$ cat src/logic/freq_divider_pkg.sv
// Constants for the programmable frequency divider and its source tick generator.
// Assumes a single 200 MHz clock and an 8-bit register port at byte offsets.
// What this block does
// - Tone output toggles only while the enable bit is one, else held low.
// - Control bits 6 and 5 select prescale by 1, 2, 4 or 8.
// - Control bit 7 picks high-speed clock over four, else the 32768 Hz clock.
// - An 8-bit writable count register sets the counter terminal count.
// - Writes to the count register are ignored while the divider is disabled.
// - Hardware clears the count register whenever the divider is disabled.
// - Output frequency is prescaler frequency over two times the sum of count and one.
package freq_divider_pkg;
  localparam logic [7:0] divider_control_offset = 8'h2e;
  localparam logic [7:0] divider_count_offset = 8'h2f;
  localparam logic [7:0] divider_control_reset = 8'h00;
  localparam logic [7:0] divider_count_reset = 8'h00;
  localparam int source_clock_sel_bit = 7;
  localparam int prescale_sel_hi_bit = 6;
  localparam int prescale_sel_lo_bit = 5;
  localparam int tone_output_enable_bit = 4;
  localparam logic [7:0] control_read_mask = 8'hf0;
  localparam logic [1:0] hs_divide_last = 2'h3;
endpackage

$ cat src/logic/source_tick_gen.sv
// Source clock selection and prescaler, producing one-cycle ticks.
// Assumes both source clocks arrive as pins asynchronous to ref_clk.
`timescale 1ns/10ps
module source_tick_gen (
  // Clock, reset and enable
  input wire logic ref_clk,
  input wire logic rst_n,
  input wire logic ce,
  // Source clock pins
  input wire logic hs_clk_pin,
  input wire logic lf_clk_pin,
  // Control
  input wire logic run,
  input wire logic source_clock_sel,
  input wire logic [1:0] prescale_sel,
  // Prescaler output
  output logic tick
);
  typedef struct packed {
    logic hs_s1;
    logic hs_s2;
    logic hs_d;
    logic lf_s1;
    logic lf_s2;
    logic lf_d;
    logic [1:0] hs_div;
    logic [2:0] pre;
    logic tick;
  } gen_state_t;

  gen_state_t st;
  gen_state_t next_st;
  logic hs_edge;
  logic lf_edge;
  logic src_tick;
  logic [2:0] mask;

  //////////////////////////////////////////////////////////////////////////////

  always_comb begin
    next_st = st;
    next_st.hs_s1 = hs_clk_pin;
    next_st.hs_s2 = st.hs_s1;
    next_st.hs_d = st.hs_s2;
    next_st.lf_s1 = lf_clk_pin;
    next_st.lf_s2 = st.lf_s1;
    next_st.lf_d = st.lf_s2;
    hs_edge = st.hs_s2 & ~st.hs_d;
    lf_edge = st.lf_s2 & ~st.lf_d;
    next_st.tick = 1'b0;
    if (hs_edge) begin
      next_st.hs_div = st.hs_div + 2'h1;
    end
    src_tick = source_clock_sel ? (hs_edge && st.hs_div == freq_divider_pkg::hs_divide_last)
                                : lf_edge;
    case (prescale_sel)
      2'h0: mask = 3'h0;
      2'h1: mask = 3'h1;
      2'h2: mask = 3'h3;
      default: mask = 3'h7;
    endcase
    if (!run) begin
      next_st.pre = 3'h0;
    end else if (src_tick) begin
      next_st.pre = st.pre + 3'h1;
      next_st.tick = ((st.pre & mask) == mask);
    end
  end

  always_ff @(posedge ref_clk or negedge rst_n) begin
    if (!rst_n) begin
      st <= '0;
    end else if (ce) begin
      st <= next_st;
    end
  end

  assign tick = st.tick;
endmodule

$ cat src/logic/freq_divider.sv
// Programmable frequency divider top: register port, counter and tone output.
// Assumes one 200 MHz clock, source clocks on pins, and a one-cycle register port.
//
// The plain strobed port is this design's own decision.
`timescale 1ns/10ps
module freq_divider (
  // Clock, reset and enable
  input wire logic ref_clk,
  input wire logic arst_n,
  input wire logic ce,
  // Source clock pins
  input wire logic hs_clk_pin,
  input wire logic lf_clk_pin,
  // Register port
  input wire logic [7:0] addr,
  input wire logic [7:0] wdata,
  input wire logic wr,
  input wire logic rd,
  output logic [7:0] rdata,
  // Tone output
  output logic tone_out_pin
);
  typedef struct packed {
    logic [7:0] divider_control;
    logic [7:0] divider_count;
    logic [7:0] count;
    logic tone;
    logic [7:0] rdata;
  } div_state_t;

  div_state_t st;
  div_state_t next_st;
  logic rst_s1;
  logic rst_n;
  logic tick;
  logic enabled;

  //////////////////////////////////////////////////////////////////////////////
  // Reset release through two flops.

  always_ff @(posedge ref_clk or negedge arst_n) begin
    if (!arst_n) begin
      rst_s1 <= 1'b0;
      rst_n <= 1'b0;
    end else begin
      rst_s1 <= 1'b1;
      rst_n <= rst_s1;
    end
  end

  assign enabled = st.divider_control[freq_divider_pkg::tone_output_enable_bit];

  source_tick_gen u_ticks (
    .ref_clk(ref_clk),
    .rst_n(rst_n),
    .ce(ce),
    .hs_clk_pin(hs_clk_pin),
    .lf_clk_pin(lf_clk_pin),
    .run(enabled),
    .source_clock_sel(st.divider_control[freq_divider_pkg::source_clock_sel_bit]),
    .prescale_sel(st.divider_control[freq_divider_pkg::prescale_sel_hi_bit:
                                     freq_divider_pkg::prescale_sel_lo_bit]),
    .tick(tick)
  );

  //////////////////////////////////////////////////////////////////////////////

  always_comb begin
    next_st = st;
    next_st.rdata = 8'h00;
    if (rd) begin
      if (addr == freq_divider_pkg::divider_control_offset) begin
        next_st.rdata = st.divider_control & freq_divider_pkg::control_read_mask;
      end else if (addr == freq_divider_pkg::divider_count_offset) begin
        next_st.rdata = st.divider_count;
      end
    end
    if (wr && addr == freq_divider_pkg::divider_control_offset) begin
      next_st.divider_control = wdata & freq_divider_pkg::control_read_mask;
    end
    if (wr && addr == freq_divider_pkg::divider_count_offset && enabled) begin
      next_st.divider_count = wdata;
    end
    if (!enabled) begin
      next_st.divider_count = freq_divider_pkg::divider_count_reset;
      next_st.tone = 1'b0;
      next_st.count = 8'h00;
    end else if (tick) begin
      if (st.count == 8'h00) begin
        next_st.count = st.divider_count;
        next_st.tone = ~st.tone;
      end else begin
        next_st.count = st.count - 8'h01;
      end
    end
  end

  always_ff @(posedge ref_clk or negedge rst_n) begin
    if (!rst_n) begin
      st.divider_control <= freq_divider_pkg::divider_control_reset;
      st.divider_count <= freq_divider_pkg::divider_count_reset;
      st.count <= 8'h00;
      st.tone <= 1'b0;
      st.rdata <= 8'h00;
    end else if (ce) begin
      st <= next_st;
    end
  end

  assign rdata = st.rdata;
  assign tone_out_pin = st.tone;
endmodule

$ cat config.mk
export PLATFORM = sky130hd
export DESIGN_NAME = freq_divider
export DESIGN_NICKNAME = d
export VERILOG_FILES = /design/src/logic/freq_divider_pkg.sv /design/src/logic/source_tick_gen.sv /design/src/logic/freq_divider.sv
export SDC_FILE = /design/constraint.sdc
export NUM_CORES = 1
export LEC_CHECK = 0
export ABC_AREA = 1
export BUFFER_PORTS_ARGS = -buffer_cell sky130_fd_sc_hd__buf_4
export CAP_MARGIN = 20
export CORE_ASPECT_RATIO = 0.6
export CORE_MARGIN = 4
export CORE_UTILIZATION = 60
export CTS_CLUSTER_SIZE = 8
export DETAILED_ROUTE_END_ITERATION = 8
export MAX_ROUTING_LAYER = met4
export PLACE_DENSITY_LB_ADDON = 0.15
export SETUP_SLACK_MARGIN = 0.05
export SYNTH_ARGS = -nofsm -noshare
export SYNTH_HDL_FRONTEND = slang
export SYNTH_SLANG_ARGS = --single-unit
$ cat constraint.sdc
create_clock -name ref_clk -period 3.7 [get_ports ref_clk]
set_input_delay 0.37 -clock ref_clk [delete_from_list [all_inputs] [get_ports ref_clk]]
set_output_delay 0.37 -clock ref_clk [all_outputs]
set_load 0.02 [all_outputs]
==> results.py <==
metrics = {
    "pwr": {
        "combPwrFrac_pct": 10.0,
        "intPower_mw": 0.661,
        "vdd_drop_max_mv": 0.271,
        "p_clk_share_pct": 32.5,
        "sw_frac_of_total_pct": 24.3,
        "power_density_nw_per_um2": 345,
        "switchingPower_mw": 0.213,
        "seqPwrFrac_pct": 57.5,
        "p_leak_nw": 1.37,
    },
    "logic_synthesis": {
        "yosysTopAreaCell": "dfrtp_1",
        "syn_inst": 284,
        "synth_ff_type": "dfrtp_1",
        "yosys_warnings": 0,
        "yosys.area.top_type_share_pct": 48.4,
        "synth_common_cells": "94 x nand2_1, 43 x dfrtp_1, 35 x inv_1",
        "synth_area_per_cell_um2": 7.83,
        "synth.area.top_cells": "dfrtp_1 48%, nand2_1 16%, nand3_1 7.0%, inv_1 5.9%, o21ai_0 5.2%",
        "seq_area_frac_synth_pct": 48.4,
        "synth_area_um2": 2220,
        "synth_nets": 311,
        "synth_edf_count": 0,
        "synth_seq_cells": 43,
        "synth_most_common_cell": "nand2_1",
        "yosysUniqueCellTypes": 25,
        "synthArstFlopShare_pct": 100,
    },
    "setup_path": {
        "crit_path_end_kind": "register",
        "required_ns": 3.88,
        "worst_ep_arrival_time_ns": 1.76,
        "crit_chain": "inv_1, ha_1, nand3_1, inv_1, nand2_1, nor2_1, nor2_1, nand2_1, nand2_1",
        "max_stage_delay_ns": 0.40,
        "slowest_stage": "dfrtp_1",
        "crit_path_frequent_cell": "nand2_1",
        "cp-start-kind": "register",
        "crit_buf_inv": 2,
        "path_max_fanout": 13,
        "critical_path_class": "reg -> reg",
        "crit_family": "simple AND/OR/NAND/NOR gates",
    },
    "drt": {
        "route.vias.total": 1909,
        "dr.pass1.iters": 4,
        "ant_nets": 0,
        "routed_via_density": 5.33,
        "routedWlPerCell_um": 14.3,
        "finalWirelength_mm": 5.10,
        "post-route-drc-count": 0,
        "drt-initial-drc-count": 126,
    },
    "die": {
        "dieArea_um2": 4780,
        "rows": 16,
        "die_w_um": 86.6,
        "start_util_pct": 65.4,
        "die_y_um": 55.2,
        "fp.coreArea_um2": 3400,
        "io_pins": 32,
    },
    "timing": {
        "hold_violations": 0,
        "final_max_slew_viol_count": 0,
        "tns_ns": 0,
        "grt_setup_unrepaired": "no",
        "period_share_pct": 42.7,
        "min_period_ns": 1.58,
        "relSlewSlack_pct": 66.1,
        "tightest_slew_ns": 0.508,
        "fmax_ghz": 0.632,
        "finClkSkew_ns": 0.00173,
        "final-setup-viol-count": 0,
    },
    "finish": {
        "n_antenna_cell": 0,
        "drive_above_1_share_pct": 14.7,
        "fill_cells": 280,
        "stdcell_area_um2": 2530,
        "final_net_count": 339,
        "areaGrowthSynthToFinish_pct": 13.8,
    },
    "global_route": {
        "grt_pass1_wl_mm": 8.51,
        "grt_use_total_pct": 24.3,
        "gr-total-overflow": 0,
        "grt_max_degree": 42,
        "grt_pass1_vias": 1829,
        "antenna_found_initial": 0,
    },
    "cts": {
        "numClockSinks": 43,
        "cts_tree": "yes",
        "cts_buffer_depth": 2,
        "cts-resized-gates": 0,
        "clkLatencyLatePin_ns": 0.28,
        "numCtsBuffers": 5,
        "h-tree-depth": 2,
        "clkTransAtPathRegs_ns": 0.08,
        "cts-root-buf": "clkbuf_8",
    },
    "placed_design": {
        "portBuffers": 31,
        "routabilityCongestion": 0.841,
        "placed_cell_area_um2": 2440,
        "dpl.hpwl_mm": 3.94,
    },
    "outcome": {
        "status": "finished, final reports clean",
    },
    "min_path": {
        "hold_path.class": "in -> reg",
    },
    "flow_run": {
        "max_cap_viol_count": 0,
    },
}
## per-stage QoR
stage          power (mW)  std cells  setup WS, ns  utilization [%]  hold slack, ns
5_1_grt             0.914        358          1.96             74.4           0.279
2_1_floorplan       0.562        284          2.37                -          0.0744
6_report            0.874        358          2.12             74.4           0.276
3_3_place_gp        0.594        349          2.18             71.7           0.154
3_5_place_dp        0.599        349          2.04             71.7           0.155
4_1_cts             0.880        358          2.15             74.4           0.272
## layer usage
layer	vias to the layer above	part of all wire, %	GRT usage [%]
met2	80	44	38.3
met4	0	0.37	3.63
met1	883	47	33.1
met5	-	0	-
met3	2	9.1	5.92
li1	944	-	-
## power groups by stage
stage	registers, mW	logic (mW)	clock network [mW]
finish	0.502	0.0872	0.284
global route	0.505	0.0990	0.310
CTS	0.502	0.0887	0.289
detailed placement	0.512	0.0873	0
global placement	0.511	0.0830	0
floorplan	0.516	0.0470	0
## registers in the layout, summed over array words and instances, names as in the netlist, 4 cells and up
signal           count
u_ticks.next_st      4
st                  19
u_ticks.st           7
rdata                8
## cell type report
class / instances / area (um^2) / area share (%)
flip-flops and latches: 43 / 1080 / 42.5
multi-input cells: 194 / 936 / 37.0
repair buffers: 33 / 250 / 9.89
inverters: 35 / 131 / 5.19
clock buffers: 7 / 76.3 / 3.02
well taps: 45 / 56.3 / 2.22
clock inverters: 1 / 5.00 / 0.198
## placed cells by master (no fill, tap or decap), drive strengths merged
master / n
buf: 32
o211ai: 2
inv: 35
xor2: 1
nor3: 1
nand3b: 1
mux2: 1
nor2: 23
dfrtp: 43
xnor2: 1
clkinv: 1
or2: 1
nand4: 5
o21ai: 23
nand2: 95
clkbuf: 7
ha: 4
conb: 1
dlygate4sd3: 1
nand3: 32
a21oi: 3
## tightest hold or removal path: stages
cell     delay, ns
buf_4         0.08
nand2_1       0.04
nand2_1       0.04
## worst paths after layout
kind	depth (start not counted)	slack, ns	to	from
min in group asynchronous	1	0.31	rdata[6]	rst_n
max in group asynchronous	1	3.04	rdata[2]	rst_n
hold / removal	3	0.28	st[19]	wdata[2]
hold reg to reg	1	0.31	rdata[6]	rst_n
setup reg to reg	9	2.12	st[14]	st[9]
setup / recovery	9	2.12	st[14]	st[9]
## what timing repair did
| item | in CTS | in global routing |
|---|---|---|
| hold buffers | 1 | 0 |
| endpoints found under the hold margin | 2 | 0 |
| buffers inserted | 0 | 0 |
| setup endpoints to repair | 0 | 0 |
## cells by family after synthesis
family	share of synthesized area, %
buffers and inverters	9.56
AOI/OAI and AO/OA	6.52
xor gates and xnor gates	0.788
adders and majority gates	2.25
other	0.169
muxes	0.506
DFF	48.4
and+or+nand+nor	31.8
(Power assumes the default switching activity.)
